## config.mk

```make
export PLATFORM = sky130hd
export DESIGN_NAME = rtcaf_top
export DESIGN_NICKNAME = d
export VERILOG_FILES = /design/src/rtcaf_pkg.sv /design/src/rtcaf_divider.sv /design/src/rtcaf_bcd_digit.sv /design/src/rtcaf_top.sv
export SDC_FILE = /design/constraint.sdc
export NUM_CORES = 1
export LEC_CHECK = 0
export ABC_AREA = 1
export BUFFER_PORTS_ARGS = -buffer_cell sky130_fd_sc_hd__buf_4
export CELL_PAD_IN_SITES_DETAIL_PLACEMENT = 1
export CELL_PAD_IN_SITES_GLOBAL_PLACEMENT = 2
export CORE_MARGIN = 2
export CORE_UTILIZATION = 37
export CTS_CLUSTER_DIAMETER = 60
export DETAILED_ROUTE_END_ITERATION = 7
export PLACE_DENSITY_LB_ADDON = 0.12
export SYNTH_ARGS = -nofsm -noshare
export SYNTH_HDL_FRONTEND = slang
export SYNTH_SLANG_ARGS = --single-unit
```

## constraint.sdc

```tcl
create_clock -name pclk -period 3.6 [get_ports pclk]
set_clock_uncertainty 0.2 [all_clocks]
set_input_delay 0.72 -clock pclk [delete_from_list [all_inputs] [get_ports pclk]]
set_output_delay 0.72 -clock pclk [all_outputs]
set_load 0.02 [all_outputs]
```

## src/rtcaf_pkg.sv

```systemverilog
// package: register map, field positions, reset values and timing for the alarm/century/flags block
`default_nettype none
package rtcaf_pkg;
	localparam logic [16:0] OFF_FLAGS = 17'h1_fff0;
	localparam logic [16:0] OFF_CENTURY = 17'h1_fff1;
	localparam logic [16:0] OFF_ALM_SEC = 17'h1_fff2;
	localparam logic [19:0] ADDR_FLAGS = 20'h7_ffc0;
	localparam logic [19:0] ADDR_CENTURY = 20'h7_ffc4;
	localparam logic [19:0] ADDR_ALM_SEC = 20'h7_ffc8;
	localparam logic [19:0] ADDR_TIME_SEC = 20'h0_0000;
	localparam int FLAG_WDOG = 7;
	localparam int FLAG_ALARM = 6;
	localparam int FLAG_PFAIL = 5;
	localparam int FLAG_OSC = 4;
	localparam int FLAG_CAL = 2;
	localparam int FLAG_WHOLD = 1;
	localparam int FLAG_RFREEZE = 0;
	localparam int ALM_MASK = 7;
	localparam logic [7:0] RST_FLAGS = 8'h00;
	localparam logic [7:0] RST_CENTURY = 8'h00;
	localparam logic [7:0] RST_ALM_SEC = 8'h00;
	localparam logic [7:0] RST_SEC = 8'h00;
	localparam int CLK_HZ = 100_000_000;
	localparam int CAL_HZ = 512;
	localparam int CAL_HALF_CYC = CLK_HZ / (2 * CAL_HZ);
	localparam int SEC_CYC = CLK_HZ;
endpackage : rtcaf_pkg
`default_nettype wire

```

## src/rtcaf_divider.sv

```systemverilog
// divider: one-cycle enable pulse every DIV cycles
`default_nettype none
module rtcaf_divider #(
	parameter int DIV = 4
) (
	input wire logic pclk,
	input wire logic presetn,
	input wire logic clr,
	output logic tick
);
	typedef struct packed {
		logic [31:0] cnt;
		logic tick;
	} rtcaf_div_s;
	rtcaf_div_s st_reg;
	rtcaf_div_s st_next;
	always_comb
	begin
		st_next = st_reg;
		st_next.tick = 1'b0;
		if (clr)
			st_next.cnt = 32'h0000_0000;
		else if (st_reg.cnt >= 32'(DIV - 1))
		begin
			st_next.cnt = 32'h0000_0000;
			st_next.tick = 1'b1;
		end
		else
			st_next.cnt = st_reg.cnt + 32'h0000_0001;
	end
	always_ff @(posedge pclk or negedge presetn)
	begin
		if (!presetn)
			st_reg <= '0;
		else
			st_reg <= st_next;
	end
	assign tick = st_reg.tick;
endmodule // rtcaf_divider
`default_nettype wire

```

## src/rtcaf_bcd_digit.sv

```systemverilog
// one BCD digit counter with carry
`default_nettype none
module rtcaf_bcd_digit #(
	parameter logic [3:0] MAX = 4'h9
) (
	input wire logic [3:0] val,
	input wire logic inc,
	output logic [3:0] nxt,
	output logic carry
);
	always_comb
	begin
		carry = inc && (val >= MAX);
		if (!inc)
			nxt = val;
		else if (val >= MAX)
			nxt = 4'h0;
		else
			nxt = val + 4'h1;
	end
endmodule // rtcaf_bcd_digit
`default_nettype wire

```

## src/rtcaf_top.sv

```systemverilog
// alarm seconds, BCD centuries and flags registers behind an APB slave
`default_nettype none
// Operation
// - seconds alarm: mask bit plus BCD value
// - mask zero: seconds compared with time
// - mask one: seconds ignored in match
// - alarm match sets alarm flag
// - alarm flag cleared by flags read
// - supply below switchover sets power flag
// - power flag cleared by flags read
module rtcaf_top #(
	parameter int SEC_CYCLES = rtcaf_pkg::SEC_CYC,
	parameter int CAL_CYCLES = rtcaf_pkg::CAL_HALF_CYC
) (
	input wire logic pclk,
	input wire logic presetn,
	input wire logic psel,
	input wire logic penable,
	input wire logic pwrite,
	input wire logic [19:0] paddr,
	input wire logic [31:0] pwdata,
	output logic [31:0] prdata,
	output logic pready,
	output logic pslverr,
	input wire logic other_alarm_match,
	input wire logic year_rollover,
	input wire logic watchdog_zero,
	input wire logic below_switchover,
	input wire logic int_request,
	output logic int_pin,
	output logic [7:0] seconds_now,
	output logic alarm_match
);
	typedef struct packed {
		logic [7:0] flags;
		logic [7:0] century;
		logic [7:0] alm_sec;
		logic [7:0] sec;
		logic [7:0] century_hold;
		logic [7:0] sec_hold;
		logic hold_dirty;
		logic [7:0] century_snap;
		logic [7:0] sec_snap;
		logic [31:0] prdata;
		logic cal_wave;
		logic match_d;
		logic ready;
	} rtcaf_state_s;
	rtcaf_state_s st_reg;
	rtcaf_state_s st_next;
	logic sec_tick;
	logic cal_tick;
	logic acc;
	logic wr;
	logic rd;
	logic mapped;
	logic match_now;
	logic [3:0] su_n;
	logic [3:0] st_n;
	logic [3:0] cu_n;
	logic [3:0] ct_n;
	logic su_c;
	logic st_c;
	logic cu_c;
	logic ct_c;
	logic [7:0] wb;
	rtcaf_divider #(.DIV(SEC_CYCLES)) u_sec_div (
		.pclk(pclk),
		.presetn(presetn),
		.clr(1'b0),
		.tick(sec_tick)
	);
	rtcaf_divider #(.DIV(CAL_CYCLES)) u_cal_div (
		.pclk(pclk),
		.presetn(presetn),
		.clr(!st_reg.flags[rtcaf_pkg::FLAG_CAL]),
		.tick(cal_tick)
	);
	rtcaf_bcd_digit #(.MAX(4'h9)) u_sec_u (
		.val(st_reg.sec[3:0]),
		.inc(sec_tick),
		.nxt(su_n),
		.carry(su_c)
	);
	rtcaf_bcd_digit #(.MAX(4'h5)) u_sec_t (
		.val(st_reg.sec[7:4]),
		.inc(su_c),
		.nxt(st_n),
		.carry(st_c)
	);
	// centuries advance on the year counter's wrap from 99 to 00
	rtcaf_bcd_digit #(.MAX(4'h9)) u_cen_u (
		.val(st_reg.century[3:0]),
		.inc(year_rollover),
		.nxt(cu_n),
		.carry(cu_c)
	);
	rtcaf_bcd_digit #(.MAX(4'h9)) u_cen_t (
		.val(st_reg.century[7:4]),
		.inc(cu_c),
		.nxt(ct_n),
		.carry(ct_c)
	);
	// act on the first access cycle only, so a flag set there is not cleared unseen
	assign acc = psel && penable && !st_reg.ready;
	assign wr = acc && pwrite;
	assign rd = acc && !pwrite;
	assign wb = pwdata[7:0];
	assign mapped = (paddr == rtcaf_pkg::ADDR_FLAGS) || (paddr == rtcaf_pkg::ADDR_CENTURY)
		|| (paddr == rtcaf_pkg::ADDR_ALM_SEC) || (paddr == rtcaf_pkg::ADDR_TIME_SEC);
	// masked seconds leave the match to the other alarm fields
	assign match_now = other_alarm_match && (st_reg.alm_sec[rtcaf_pkg::ALM_MASK]
		|| (st_reg.alm_sec[6:0] == st_reg.sec[6:0]));
	always_comb
	begin
		st_next = st_reg;
		st_next.match_d = match_now;
		// read data is registered at the access edge, so pready waits one cycle
		st_next.ready = psel && penable && !st_reg.ready;
		st_next.sec = {st_n, su_n};
		st_next.century = {ct_n, cu_n};
		if (st_reg.flags[rtcaf_pkg::FLAG_CAL] && cal_tick)
			st_next.cal_wave = !st_reg.cal_wave;
		else if (!st_reg.flags[rtcaf_pkg::FLAG_CAL])
			st_next.cal_wave = 1'b0;
		if (rd && paddr == rtcaf_pkg::ADDR_FLAGS)
		begin
			st_next.flags[rtcaf_pkg::FLAG_ALARM] = 1'b0;
			st_next.flags[rtcaf_pkg::FLAG_PFAIL] = 1'b0;
			st_next.flags[rtcaf_pkg::FLAG_WDOG] = 1'b0;
		end
		if (wr)
		begin
			case (paddr)
				rtcaf_pkg::ADDR_FLAGS:
				begin
					st_next.flags[rtcaf_pkg::FLAG_CAL] = wb[rtcaf_pkg::FLAG_CAL];
					st_next.flags[rtcaf_pkg::FLAG_WHOLD] = wb[rtcaf_pkg::FLAG_WHOLD];
					st_next.flags[rtcaf_pkg::FLAG_RFREEZE] = wb[rtcaf_pkg::FLAG_RFREEZE];
					if (!wb[rtcaf_pkg::FLAG_OSC])
						st_next.flags[rtcaf_pkg::FLAG_OSC] = 1'b0;
				end
				rtcaf_pkg::ADDR_CENTURY:
				begin
					st_next.century_hold = wb;
					st_next.hold_dirty = 1'b1;
				end
				rtcaf_pkg::ADDR_ALM_SEC:
					st_next.alm_sec = wb;
				rtcaf_pkg::ADDR_TIME_SEC:
				begin
					st_next.sec_hold = wb;
					st_next.hold_dirty = 1'b1;
				end
				default:
					st_next.flags = st_next.flags;
			endcase
		end
		// clearing write hold moves the staged time into the counters
		if (st_reg.flags[rtcaf_pkg::FLAG_WHOLD] && !st_next.flags[rtcaf_pkg::FLAG_WHOLD]
			&& st_reg.hold_dirty)
		begin
			st_next.century = st_reg.century_hold;
			st_next.sec = st_reg.sec_hold;
			st_next.hold_dirty = 1'b0;
		end
		else if (!st_reg.flags[rtcaf_pkg::FLAG_WHOLD] && st_reg.hold_dirty)
		begin
			st_next.century = st_reg.century_hold;
			st_next.sec = st_reg.sec_hold;
			st_next.hold_dirty = 1'b0;
		end
		// snapshot follows the counters only while freeze is off
		if (!st_reg.flags[rtcaf_pkg::FLAG_RFREEZE])
		begin
			st_next.century_snap = st_reg.century;
			st_next.sec_snap = st_reg.sec;
		end
		// sets come last so an event in the read cycle survives
		if (match_now && !st_reg.match_d)
			st_next.flags[rtcaf_pkg::FLAG_ALARM] = 1'b1;
		if (watchdog_zero)
			st_next.flags[rtcaf_pkg::FLAG_WDOG] = 1'b1;
		if (below_switchover)
			st_next.flags[rtcaf_pkg::FLAG_PFAIL] = 1'b1;
		st_next.prdata = 32'h0000_0000;
		if (rd)
		begin
			case (paddr)
				rtcaf_pkg::ADDR_FLAGS:
					st_next.prdata = {24'h00_0000, st_reg.flags[7:4], 1'b0, st_reg.flags[2:0]};
				rtcaf_pkg::ADDR_CENTURY:
					st_next.prdata = {24'h00_0000, st_reg.century_snap};
				rtcaf_pkg::ADDR_ALM_SEC:
					st_next.prdata = {24'h00_0000, st_reg.alm_sec};
				rtcaf_pkg::ADDR_TIME_SEC:
					st_next.prdata = {24'h00_0000, st_reg.sec_snap};
				default:
					st_next.prdata = 32'h0000_0000;
			endcase
		end
	end
	always_ff @(posedge pclk or negedge presetn)
	begin
		if (!presetn)
		begin
			st_reg <= '0;
			st_reg.flags <= rtcaf_pkg::RST_FLAGS;
			st_reg.century <= rtcaf_pkg::RST_CENTURY;
			st_reg.alm_sec <= rtcaf_pkg::RST_ALM_SEC;
			st_reg.sec <= rtcaf_pkg::RST_SEC;
		end
		else
			st_reg <= st_next;
	end
	assign pready = st_reg.ready;
	assign pslverr = st_reg.ready && !mapped;
	assign prdata = st_reg.prdata;
	assign int_pin = st_reg.flags[rtcaf_pkg::FLAG_CAL] ? st_reg.cal_wave : int_request;
	assign seconds_now = st_reg.sec;
	assign alarm_match = st_reg.match_d;
	property p_af_set;
		@(posedge pclk) disable iff (!presetn)
		match_now && !st_reg.match_d |=> st_reg.flags[rtcaf_pkg::FLAG_ALARM];
	endproperty
	a_af_set: assert property (p_af_set)
		else $error("alarm flag not set on match");
	property p_af_clr;
		@(posedge pclk) disable iff (!presetn)
		rd && paddr == rtcaf_pkg::ADDR_FLAGS && !match_now
		|=> !st_reg.flags[rtcaf_pkg::FLAG_ALARM];
	endproperty
	a_af_clr: assert property (p_af_clr)
		else $error("alarm flag not cleared by read");
	property p_af_keep;
		@(posedge pclk) disable iff (!presetn)
		st_reg.flags[rtcaf_pkg::FLAG_ALARM] && !(rd && paddr == rtcaf_pkg::ADDR_FLAGS)
		|=> st_reg.flags[rtcaf_pkg::FLAG_ALARM];
	endproperty
	a_af_keep: assert property (p_af_keep)
		else $error("alarm flag lost without a read");
	property p_pf_set;
		@(posedge pclk) disable iff (!presetn)
		below_switchover |=> st_reg.flags[rtcaf_pkg::FLAG_PFAIL];
	endproperty
	a_pf_set: assert property (p_pf_set)
		else $error("power flag not set");
	property p_pf_clr;
		@(posedge pclk) disable iff (!presetn)
		rd && paddr == rtcaf_pkg::ADDR_FLAGS && !below_switchover
		|=> !st_reg.flags[rtcaf_pkg::FLAG_PFAIL];
	endproperty
	a_pf_clr: assert property (p_pf_clr)
		else $error("power flag not cleared by read");
	property p_wdf;
		@(posedge pclk) disable iff (!presetn)
		watchdog_zero |=> st_reg.flags[rtcaf_pkg::FLAG_WDOG];
	endproperty
	a_wdf: assert property (p_wdf)
		else $error("watchdog flag not set");
	property p_mask;
		@(posedge pclk) disable iff (!presetn)
		st_reg.alm_sec[rtcaf_pkg::ALM_MASK] && other_alarm_match |-> match_now;
	endproperty
	a_mask: assert property (p_mask)
		else $error("masked seconds blocked match");
	property p_cmp;
		@(posedge pclk) disable iff (!presetn)
		!st_reg.alm_sec[rtcaf_pkg::ALM_MASK] && st_reg.alm_sec[6:0] != st_reg.sec[6:0]
		|-> !match_now;
	endproperty
	a_cmp: assert property (p_cmp)
		else $error("seconds mismatch still matched");
	property p_bcd;
		@(posedge pclk) disable iff (!presetn)
		$past(year_rollover) && $past(st_reg.century) == 8'h09 && !$past(wr)
		&& !$past(st_reg.hold_dirty) |-> st_reg.century == 8'h10;
	endproperty
	a_bcd: assert property (p_bcd)
		else $error("century BCD carry wrong");
	property p_cal;
		@(posedge pclk) disable iff (!presetn)
		!st_reg.flags[rtcaf_pkg::FLAG_CAL] |-> int_pin == int_request;
	endproperty
	a_cal: assert property (p_cal)
		else $error("interrupt pin not restored");
	property p_cal_wave;
		@(posedge pclk) disable iff (!presetn)
		st_reg.flags[rtcaf_pkg::FLAG_CAL] && cal_tick
		|=> st_reg.cal_wave != $past(st_reg.cal_wave);
	endproperty
	a_cal_wave: assert property (p_cal_wave)
		else $error("calibration wave did not toggle");
	property p_alm_wr;
		@(posedge pclk) disable iff (!presetn)
		wr && paddr == rtcaf_pkg::ADDR_ALM_SEC |=> st_reg.alm_sec == $past(pwdata[7:0]);
	endproperty
	a_alm_wr: assert property (p_alm_wr)
		else $error("alarm seconds write lost");
	property p_hold_apply;
		@(posedge pclk) disable iff (!presetn)
		!st_reg.flags[rtcaf_pkg::FLAG_WHOLD] && st_reg.hold_dirty
		|=> st_reg.century == $past(st_reg.century_hold);
	endproperty
	a_hold_apply: assert property (p_hold_apply)
		else $error("staged century not applied");
	property p_freeze;
		@(posedge pclk) disable iff (!presetn)
		st_reg.flags[rtcaf_pkg::FLAG_RFREEZE] && $past(st_reg.flags[rtcaf_pkg::FLAG_RFREEZE])
		|-> $stable(st_reg.sec_snap);
	endproperty
	a_freeze: assert property (p_freeze)
		else $error("snapshot moved while frozen");
endmodule // rtcaf_top
`default_nettype wire

```

==> results by group, run 1 <==
Floorplanning
  – Die ar.: 20300 µm²
  – Initial core utilization: 37.7%
  – Die Width: 142 µm
  – IO Pins: 106
  – Row cnt: 50
  – Core Region: 18800 µm²
  – Die Ht: 142 µm

Setup path
  – CP Capture Type: output port
  – CP top delay family: simple AND/OR/NAND/NOR gates
  – Worst-path fanout max: 2
  – Slowest stage delay, CP: 280 ps
  – Worst path bufs/invs: 2
  – Critical Path AT: 1830 ps
  – Critical path, cell by cell: buf_4 -> or2_2 -> nor3_1 -> nand3_1 -> nand4_1 -> nor2_1 -> buf_4
  – CP Data Required Time: 2680 ps
  – Setup CP Type: primary input to output port
  – Worst setup SP type: primary input
  – Slowest CP cell: or2_2
  – Most frequent CP cell: buf_4

Power and ir drop
  – PD cells: 542 nW/µm²
  – Leak pwr: 3.85 nW
  – Peak VDD IR: 336 µV

Routing
  – DRC Markers: 0
  – 1st-pass router iterations: 4
  – Final ANT Viol Nets: 0
  – Via count: 5531
  – Vias per cell: 4.81
  – DR WL/cell: 15.1 µm
  – Detailed Route WL: 17400 µm
  – Initial DRC Count: 195

Synth
  – Synth warn: 0
  – Cell area after synthesis: 7080 µm²
  – Post-synth EDFFs: 0
  – Ys async rst share: 100%
  – Post-synthesis sequential area ratio: 49.5%
  – Prevailing post-synth register cell: dfrtp_1
  – Synth cell types: 39
  – Mean Syn Cell Area: 8.48 µm²
  – Synthesis-stage register bit count: 140
  – Post-Synthesis Cells: 835

Finish
  – Nets: 980
  – Final Util: 43.7%
  – Final instance area: 8200 µm²
  – # fillers: 2278
  – Share of cells above drive strength 1: 12.8%
  – Max reg flops: 56
  – Antenna diode count: 0
  – Syn-to-layout area delta: 15.7%

Worst hold path
  – Min-Delay Path Class: primary input to asynchronous set/reset pin

Timing
  – F_max: 364 MHz
  – Slew Viols, Final: 0
  – Fin crit period: 2750 ps
  – Unrepaired setup endpoints after global routing: false
  – Max-slew headroom: 38.9%
  – Hold Fails Final Rpt: 0
  – Setup tns final: 0 ps
  – Setup violators final: 0
  – Final critical-path setup slack: 852 ps
  – Period utilization: 76.3%
  – Worst Tran Pin Value: 916 ps

Clock tree
  – CTS tree: built
  – Post-CTS setup buffers: 0
  – Post-CTS Hold Buffers: 0
  – Sinks on Clock Net: 140
  – Clock buffer depth: 2
  – Reg clk slew, reported paths: 60 ps
  – Clk root buf: clkbuf_16
  – CTS H-tree depth: 4
  – CTS Buf Count: 17
  – Resize count post-CTS: 0
  – Worst-skew pair later-pin latency: 420 ps

GRT
  – Total Routing Usage GR: 18.4%
  – Pin count of the biggest net entering global routing: 67
  – GRT Residual Overflow: 0
  – First-pass GRT wire length: 29300 µm
  – Initial antenna violation count: 0
  – Vias in the first global route: 5784

Placement
  – Placed instance area: 7590 µm²
  – DP HPWL: 12800 µm
  – GPL Wtd Cong: 0.795
  – Post-place setup slack: 815 ps
  – Buffers on Ports: 57

Run status
  – Status: complete, no violations

Job
  – # Max-Cap Violations: 0
## routing by layer
metal / routed length, µm / GRT usage, % / part of all wire (%) / up-vias
met5: 0 / 0 / 0 / -
met4: 180 / 5.11 / 1.0 / 0
met3: 625 / 3.73 / 3.6 / 16
met2: 8130 / 29.4 / 47 / 89
met1: 8450 / 25.5 / 49 / 2688
li1: - / - / - / 2738
## cell type report
type	instances	area, µm²	share of cell area, %
clock inverter	14	183	2.23
multi-input combinational	587	2970	36.2
inverter	98	368	4.49
clock buffer	17	425	5.19
sequential	140	3500	42.7
timing repair buffer	60	454	5.54
tap	234	293	3.57
## cell usage after synthesis (2+ instances only)
cell	n	area [µm²]
a21oi_1	8	40.0
nor4_1	4	25.0
xor2_1	30	263
inv_2	2	7.51
buf_4	41	308
buf_6	6	67.6
dfrtp_1	140	3500
or2_2	2	12.5
nand3_1	61	305
nand2_1	182	683
nand3b_1	9	67.6
xnor2_1	7	61.3
nor2_2	3	18.8
inv_1	94	353
clkbuf_1	3	11.3
buf_2	3	15.0
o21ai_0	43	215
o21ai_2	8	70.1
mux2_2	2	22.5
ha_1	14	175
o21bai_1	2	15.0
a31oi_1	11	68.8
nand2_4	4	45.0
nor3_2	2	20.0
clkinv_1	2	7.51
nor2_1	96	360
nor3_1	23	115
nand4_1	22	138
## per-stage QoR
step	instances	power (mW)	hold slack, ps
after floorplan	878	2.41	224
after detailed placement	1119	2.65	254
after CTS	1150	4.51	113
after global placement	1119	2.61	247
final	1150	4.45	90.1
after global routing	1150	4.70	141
## final timing paths
| check | start | to | slack [ps] | cells after the start |
|---|---|---|---|---|
| worst max register to register | u_sec_div.st_reg[1]$_DFF_PN0_ | u_sec_div.st_reg[15]$_DFF_PN0_ | 1300 | 8 |
| worst max-delay path | paddr[6] | pslverr | 850 | 7 |
| min in group pclk | u_cal_div.st_reg[1]$_DFF_PN0_ | u_cal_div.st_reg[1]$_DFF_PN0_ | 260 | 1 |
| worst min register to register | u_cal_div.st_reg[1]$_DFF_PN0_ | u_cal_div.st_reg[1]$_DFF_PN0_ | 260 | 1 |
| max in group asynchronous | presetn | st_reg[97]$_DFFE_PN0P_ | 2240 | 2 |
| worst min-delay path | presetn | prdata[1]$_DFF_PN0_ | 90 | 1 |
## worst register-to-register path: stages, from the launching register on
cell     delay (ps)
dfrtp_1         470
ha_1            210
nand2_1         100
nor2_2          180
nand2_1         160
o31ai_1         280
nand3_1         170
nand2_4         290
nor2_1          110
## power breakdown
group          internal, mW  total (mW)  switching, mW
clock network          1.10        1.82          0.723
logic                 0.277       0.732          0.455
registers              1.74        1.89          0.156
## cells by family after synthesis
group	count (synthesis)	share of synthesized area, %
AO/OA/AOI/OAI	77	6.31
XOR/XNOR	37	4.58
adder cells (fa/ha/maj)	14	2.47
buffers and inverters	151	10.9
flip-flops	140	49.5
multiplexers	2	0.318
other	1	0.0530
AND/OR/NAND/NOR	413	25.9
## cells in the final DEF (no fill, tap or decap), types with 2 or more instances in the layout
cell type,n
nor2_2,3
clkinv_1,2
dfrtp_1,140
nand2_1,182
o21bai_1,2
inv_6,5
clkbuf_16,17
a31oi_1,11
o21ai_0,43
nand4_1,22
inv_2,2
bufinv_16,3
clkinvlp_4,3
clkinv_4,3
nand3_1,61
nand3b_1,9
o21ai_2,8
a21oi_1,8
inv_1,94
or2_2,2
nor3_2,2
nor2_1,96
mux2_2,2
nand2_4,4
xnor2_1,7
nor4_1,4
nor3_1,23
buf_4,59
ha_1,14
conb_1,44
xor2_1,30
Note: power is estimated with default switching activity, not from simulation.
==> run 2, diff against run 1 <==
--- a/config.mk
+++ b/config.mk
@@ -5,12 +5,12 @@
 export SDC_FILE = /design/constraint.sdc
 export NUM_CORES = 1
 export LEC_CHECK = 0
-export ABC_AREA = 1
+export ABC_AREA = 0
 export BUFFER_PORTS_ARGS = -buffer_cell sky130_fd_sc_hd__buf_4
 export CELL_PAD_IN_SITES_DETAIL_PLACEMENT = 1
 export CELL_PAD_IN_SITES_GLOBAL_PLACEMENT = 2
 export CORE_MARGIN = 2
-export CORE_UTILIZATION = 37
+export CORE_UTILIZATION = 33
 export CTS_CLUSTER_DIAMETER = 60
 export DETAILED_ROUTE_END_ITERATION = 7
 export PLACE_DENSITY_LB_ADDON = 0.12
==> constraint.sdc (replaced) <==
create_clock -name pclk -period 2.3 [get_ports pclk]
set_clock_uncertainty 0.2 [all_clocks]
set_input_delay 0.46 -clock pclk [delete_from_list [all_inputs] [get_ports pclk]]
set_output_delay 0.46 -clock pclk [all_outputs]
set_load 0.02 [all_outputs]
==> run 2 against run 1 <==
- the flow now finishes with violations (setup timing)
- wire length fell by 13%
- first-iteration DRC count down 36%
- die area increased by 5.7%
==> results by group, run 2 <==
Run status
  – Status: finished with violations
  – Failing checks: setup timing

Finish
  – Nets: 791 (-19%)
  – Final instance area: 8180 µm² (-0.18%)
  – Commonest non-fill, non-tap cell in the layout: dfrtp_1
  – Max reg flops: 56 (unchanged)
  – # fillers: 2292 (+0.61%)
  – Antenna diode count: 0 (unchanged)
  – Share of cells above drive strength 1: 25.5% (+13 points)
  – Most frequent cells in the layout: dfrtp_1 (140), buf_4 (84), nor2_1 (70)
  – Multi-input logic area: 2920 µm² (-1.6%)
  – Syn-to-layout area delta: 22.4%
  – Post-Layout Cell Count: 996 (-13%)
  – Sequential cell area: 3500 µm² (unchanged)

GRT
  – First-pass GRT wire length: 25800 µm (-12%)
  – Initial antenna violation count: 0 (unchanged)
  – Vias in the first global route: 4994 (-14%)
  – GRT Residual Overflow: 0 (unchanged)
  – Total Routing Usage GR: 15.2% (-3.2 points)
  – Pin count of the biggest net entering global routing: 60 (-10%)

Power and ir drop
  – Clock Power Share: 40.3% (-0.7 points)
  – Combinational power share: 16.9% (+0.4 points)
  – Cell-internal power: 4.94 mW (+59%)
  – Power, Total: 6.79 mW (+53%)
  – Sw frac: 27.2% (-2.8 points)
  – PD cells: 830 nW/µm² (+53%)
  – Leak pwr: 3.75 nW (-2.7%)
  – Peak VDD IR: 512 µV (+52%)
  – Sw Pwr: 1.85 mW (+39%)
  – Flop pwr share: 42.9% (+0.4 points)

Routing
  – Final ANT Viol Nets: 0 (unchanged)
  – Detailed Route WL: 15200 µm (-13%)
  – DRC Markers: 0 (unchanged)
  – Initial DRC Count: 124 (-36%)
  – DR WL/cell: 15.2 µm (+0.79%)
  – Vias per cell: 4.64 (-3.6%)
  – Via count: 4619 (-16%)
  – 1st-pass router iterations: 4 (unchanged)

Synth
  – Synth cell types: 54 (+38%)
  – Synth Area in Adders: 2.62% (+0.15 points)
  – Post-synthesis sequential area ratio: 52.4% (+2.9 points)
  – Synth warn: 0 (unchanged)
  – Most frequent cell after synthesis: dfrtp_1
  – Complex-gate fraction of the synthesized area: 6.25% (-0.056 points)
  – Mean Syn Cell Area: 10.9 µm² (+28%)
  – Xor-xnor portion of the synthesized cell area: 6.03% (+1.5 points)
  – Cell area after synthesis: 6690 µm² (-5.6%)
  – Yosys top cell by area: dfrtp_1
  – Post-synth top cells: dfrtp_1 (140), nor2_1 (72), mux2_2 (50)
  – Mux contribution to synthesized area: 9.77% (+9.5 points)
  – Ys async rst share: 100% (unchanged)
  – Prevailing post-synth register cell: dfrtp_1
  – Synthesis-stage register bit count: 140 (unchanged)
  – Post-synth EDFFs: 0 (unchanged)
  – Largest family of logic cells by synthesized area: simple AND/OR/NAND/NOR gates
  – Largest cells by area after synthesis: dfrtp_1 (52%), mux2_2 (8.4%), buf_4 (4.6%)
  – Post-Synthesis Cells: 616 (-26%)
  – Area fraction of the dominant cell type after synthesis: 52.4% (+2.9 points)
  – Post-Synth Simple-Gate Area: 16.1% (-9.8 points)

Floorplanning
  – Die Ht: 146 µm (+2.8%)
  – Core Region: 20000 µm² (+6.8%)
  – Die Width: 146 µm (+2.8%)
  – IO Pins: 106 (unchanged)
  – Row cnt: 52 (+4.0%)
  – Die ar.: 21400 µm² (+5.7%)
  – Initial core utilization: 33.4% (-4.4 points)

Timing
  – Setup tns final: -14.6 ps (-14.6 ps)
  – Final critical-path setup slack: -14.6 ps (-866 ps)
  – Worst Tran Pin Value: 508 ps (-408 ps)
  – Slew Viols, Final: 0 (unchanged)
  – F_max: 432 MHz
  – Hold Fails Final Rpt: 0 (unchanged)
  – Unrepaired setup endpoints after global routing: true
  – Fin crit period: 2310 ps
  – Period utilization: 101%
  – Max-slew headroom: 66.0% (+27 points)
  – Setup violators final: 1 (+1)

Setup path
  – Worst-path fanout max: 2 (unchanged)
  – CP Data Required Time: 1640 ps (-1040 ps)
  – Reg-to-reg critical path endpoint: st_reg[91]$_DFFE_PN0P_
  – Setup CP Type: primary input to output port
  – Cell depth of the worst flop-to-flop path: 7 (-1)
  – Worst flop-to-flop path startpoint: st_reg[84]$_DFFE_PN0P_
  – Critical Path AT: 1650 ps (-180 ps)
  – CP Capture Type: output port
  – Worst setup SP type: primary input
  – Reg2reg setup slack: 130 ps (-1170 ps)

Clock tree
  – Clk root buf: clkbuf_16
  – CTS H-tree depth: 4 (unchanged)
  – Clock buffer depth: 2 (unchanged)
  – Worst-skew pair later-pin latency: 420 ps (about the same)
  – Reg clk slew, reported paths: 50 ps (about the same)
  – CTS tree: built
  – CTS Buf Count: 17 (unchanged)
  – Sinks on Clock Net: 140 (unchanged)

Worst hold path
  – Hold Crit Depth: 2
  – Hold Path End: st_reg[97]$_DFFE_PN0P_
  – Min-Delay Path Class: primary input to flip-flop
  – Worst hold start: below_switchover

Placement
  – Placed instance area: 7520 µm² (-0.84%)
  – GPL Wtd Cong: 0.749 (-5.9%)
  – DP HPWL: 11000 µm (-14%)
  – Post-placement cell count: 963 (-14%)
  – Buffers on Ports: 57 (unchanged)

Job
  – # Max-Cap Violations: 0 (unchanged)
-- run 2: cell types whose count changed after synthesis, sizes merged, moves of 9 or more --
cell,previous run,this run
o21ai,51,32
xnor2,7,19
nand2,187,46
mux2i,0,9
and3,0,12
inv,96,22
mux2,2,50
nand3,61,26
nor2,100,72
nor3,25,6
-- run 2: layer usage --
layer,vias up,share of wire (%),track usage [%]
li1,2236,-,-
met1,2309,43,18.1
met2,63,52,27.1
met3,11,3.3,3.91
met4,0,1.2,4.37
met5,-,0,0
-- run 2: metrics by stage --
stage	util, %	hold WS [ps]	setup WS, ps
CTS	40.7	10.1	-29.3
global route	40.8	16.6	-62.0
finish	40.8	27.1	-14.6
floorplan	-	-35.6	-47.7
detailed placement	37.6	132	-194
global placement	37.6	126	-196
-- run 2: worst max-delay path by stage --
stage / from / to / cells after the start / slack [ps]
6_report: paddr[19] / pslverr / 5 / -10
2_1_floorplan: paddr[0] / st_reg[52]$_DFFE_PN0P_ / 4 / -50
3_5_place_dp: paddr[0] / pslverr / 6 / -190
4_1_cts: paddr[19] / pslverr / 5 / -30
5_1_grt: paddr[19] / pslverr / 5 / -60
3_3_place_gp: paddr[0] / pslverr / 6 / -200
-- run 2: logic make-up after synthesis --
group	after synthesis
AND/OR/NAND/NOR	214
flip-flops	140
buffers and inverters	77
AO/OA/AOI/OAI	65
multiplexers	59
XOR/XNOR	46
adder cells (fa/ha/maj)	14
other	1
-- run 2: power by group through the flow --
stage | Sequential, mW | Clock [mW] | Combinational (mW)
floorplan | 2.90 | 0 | 0.768
global placement | 2.94 | 0 | 1.11
detailed placement | 2.96 | 0 | 1.16
CTS | 2.91 | 2.82 | 1.17
global route | 2.95 | 2.93 | 1.28
finish | 2.91 | 2.73 | 1.14
-- run 2: layout make-up --
class / instances / area share, %
well taps: 270 / 4.13
clock inverters: 10 / 1.74
flip-flops and latches: 140 / 42.8
inverters: 22 / 1.01
multi-input cells: 442 / 35.7
repair buffers: 92 / 9.11
clock buffers: 20 / 5.46
-- run 2: worst max-delay path, cell delays in order --
cell	delay, ps
buf_6	90
or4_4	550
nor4_4	360
a211oi_4	50
buf_6	140
-- run 2: what timing repair did --
| item | CTS | global route |
|---|---|---|
| buffers inserted | 1 | 1 |
| pin swaps | 2 | 1 |
| hold buffers | 1 | 0 |
| gates resized for setup | 7 | 4 |
| endpoints found under the setup margin | 1 | 29 |
| endpoints found under the hold margin | 57 | 0 |
==> run 3, diff against run 2 <==
--- a/config.mk
+++ b/config.mk
@@ -6,13 +6,13 @@
 export NUM_CORES = 1
 export LEC_CHECK = 0
 export ABC_AREA = 0
-export BUFFER_PORTS_ARGS = -buffer_cell sky130_fd_sc_hd__buf_4
 export CELL_PAD_IN_SITES_DETAIL_PLACEMENT = 1
 export CELL_PAD_IN_SITES_GLOBAL_PLACEMENT = 2
 export CORE_MARGIN = 2
-export CORE_UTILIZATION = 33
+export CORE_UTILIZATION = 41
 export CTS_CLUSTER_DIAMETER = 60
 export DETAILED_ROUTE_END_ITERATION = 7
+export DONT_BUFFER_PORTS = 1
 export PLACE_DENSITY_LB_ADDON = 0.12
 export SYNTH_ARGS = -nofsm -noshare
 export SYNTH_HDL_FRONTEND = slang
==> constraint.sdc (replaced) <==
create_clock -name pclk -period 2.4 [get_ports pclk]
set_clock_uncertainty 0.2 [all_clocks]
set_input_delay 0.48 -clock pclk [delete_from_list [all_inputs] [get_ports pclk]]
set_output_delay 0.48 -clock pclk [all_outputs]
set_load 0.02 [all_outputs]
==> run 3 against run 2 <==
- the run ends with hold timing left
- clock power is essentially flat
- sequential share of layout area grew 2.9 points
- final cell count shrank 11%
- critical path depth shrank 2
- hold slack lost 460 ps
- core utilization grew 7.4 points
- sequential power shrank 4%
- first-iteration DRC count shrank 9.7%
- register-to-register slack lost 30 ps
- count of clock-buffer cells in the layout grew 4
- die area shrank 19%
- combinational power shrank 20%
==> results by group, run 3 (same netlist as run 2, synthesis figures left out) <==
Setup path
  – Setup CP Type: primary input to output port
  – Worst setup SP type: primary input
  – Critical Path AT: 1630 ps (-20 ps)
  – Worst-path fanout max: 3 (+1)
  – CP Data Required Time: 1720 ps (+80 ps)
  – CP Capture Type: output port

Worst hold path
  – Min-Delay Path Class: primary input to asynchronous set/reset pin

GRT
  – Total Routing Usage GR: 17.9% (+2.7 points)
  – Pin count of the biggest net entering global routing: 141 (+140%)
  – First-pass GRT wire length: 24700 µm (-4.2%)
  – GRT Residual Overflow: 0 (unchanged)
  – Initial antenna violation count: 0 (unchanged)
  – Vias in the first global route: 4819 (-3.5%)

Finish
  – Max reg flops: 56 (unchanged)
  – Syn-to-layout area delta: 14.6%
  – Antenna diode count: 0 (unchanged)
  – Post-Layout Cell Count: 882 (-11%)
  – Final instance area: 7660 µm² (-6.4%)
  – Commonest non-fill, non-tap cell in the layout: dfrtp_1
  – Final Util: 48.2% (+7.4 points)
  – Share of cells above drive strength 1: 16.8% (-8.7 points)
  – Nets: 731 (-7.6%)
  – # fillers: 1747 (-24%)
  – Most frequent cells in the layout: dfrtp_1 (139), nor2_1 (72), mux2_2 (50)

Power and ir drop
  – Power, Total: 6.43 mW (-5.3%)
  – Peak VDD IR: 461 µV (-9.9%)
  – PD cells: 840 nW/µm² (+1.2%)
  – Leak pwr: 3.46 nW (-7.8%)

Routing
  – DRC Markers: 0 (unchanged)
  – Via count: 4423 (-4.2%)
  – Final ANT Viol Nets: 0 (unchanged)
  – DR WL/cell: 16.6 µm (+9.1%)
  – Vias per cell: 5.01 (+8.1%)
  – 1st-pass router iterations: 5 (+1)
  – Detailed Route WL: 14700 µm (-3.4%)
  – Initial DRC Count: 112 (-9.7%)

Floorplanning
  – Die Ht: 132 µm (-10%)
  – IO Pins: 106 (unchanged)
  – Initial core utilization: 42.1% (+8.7 points)
  – Row cnt: 46 (-12%)
  – Die Width: 132 µm (-10%)
  – Die ar.: 17300 µm² (-19%)
  – Core Region: 15900 µm² (-21%)

Placement
  – Post-placement cell count: 839 (-13%)
  – Placed instance area: 6910 µm² (-8.2%)
  – Buffers on Ports: 0 (-100%)
  – GPL Wtd Cong: 0.769 (+2.7%)
  – DP HPWL: 10200 µm (-7.4%)

Clock tree
  – Worst-skew pair later-pin latency: 410 ps (about the same)
  – CTS H-tree depth: 4 (unchanged)
  – Clock buffer depth: 2 (unchanged)
  – CTS Buf Count: 17 (unchanged)
  – Reg clk slew, reported paths: 50 ps (about the same)
  – CTS tree: built
  – Sinks on Clock Net: 140 (unchanged)
  – Clk root buf: clkbuf_16

Run status
  – Failing checks: hold timing
  – Status: finished with violations

Timing
  – Max-slew headroom: 56.8% (-9.2 points)
  – Slew Viols, Final: 0 (unchanged)
  – Period utilization: 96.1%
  – Setup violators final: 0 (-1)
  – Fin crit period: 2310 ps
  – Worst Tran Pin Value: 646 ps (+137 ps)
  – Final hold slack: -438 ps (-465 ps)
  – Unrepaired setup endpoints after global routing: false
  – Hold Fails Final Rpt: 140 (+140)
  – F_max: 434 MHz

Job
  – # Max-Cap Violations: 0 (unchanged)
## run 3: timing repair
action,CTS,global route
hold endpoints to repair,163,141
endpoints found under the setup margin,0,2
resized for setup,0,4
buffers inserted,0,0
hold buffers,12,1
## run 3: worst paths after layout
kind	from	cells after the start	slack (ps)	end
worst max-delay path	paddr[0]	3	90	pslverr
worst min register to register	u_sec_div.st_reg[1]$_DFF_PN0_	1	260	u_sec_div.st_reg[1]$_DFF_PN0_
min in group pclk	pwdata[7]	1	20	st_reg[67]$_DFFE_PN0P_
max in group asynchronous	presetn	0	2280	u_sec_div.st_reg[7]$_DFF_PN0_
worst max register to register	st_reg[84]$_DFFE_PN0P_	7	100	st_reg[91]$_DFFE_PN0P_
worst min-delay path	presetn	0	-440	st_reg[51]$_DFFE_PN0P_
## run 3: per-stage QoR
stage,setup WS [ps],hold slack [ps],setup TNS (ps)
after CTS,53.7,-461,0
after floorplan,12.3,-15.6,0
after detailed placement,-3.39,-9.67,-4.15
final,94.3,-438,0
after global placement,30.3,-11.0,0
after global routing,16.5,-469,0
## run 3: report_power, final
part           switching, mW  total, mW  internal [mW]
clock network          0.938       2.72           1.79
logic                  0.501      0.908          0.407
registers              0.218       2.80           2.58
total                   1.66       6.43           4.77
## run 3: critical path: stages
cell and delay (ps):
or4_4 540, nor4_4 460, a211oi_2 150
## run 3: final cells by class
class	count	area [µm²]	share of cell area, %
Clock buffer	24	512	6.68
Sequential cell	140	3500	45.8
Timing Repair Buffer	32	285	3.72
Inverter	22	82.6	1.08
Multi-Input combinational cell	442	2900	37.8
Clock inverter	6	108	1.40
Tap cell	216	270	3.53
## run 3: metal layers
metal | track usage (%) | part of all wire, % | vias to the layer above | wire length, µm
met3 | 5.25 | 3.6 | 15 | 521
met1 | 21.0 | 42 | 2228 | 6140
li1 | - | - | 2113 | -
met5 | 0 | 0 | - | 0
met4 | 4.89 | 1.1 | 0 | 165
met2 | 31.9 | 53 | 67 | 7840
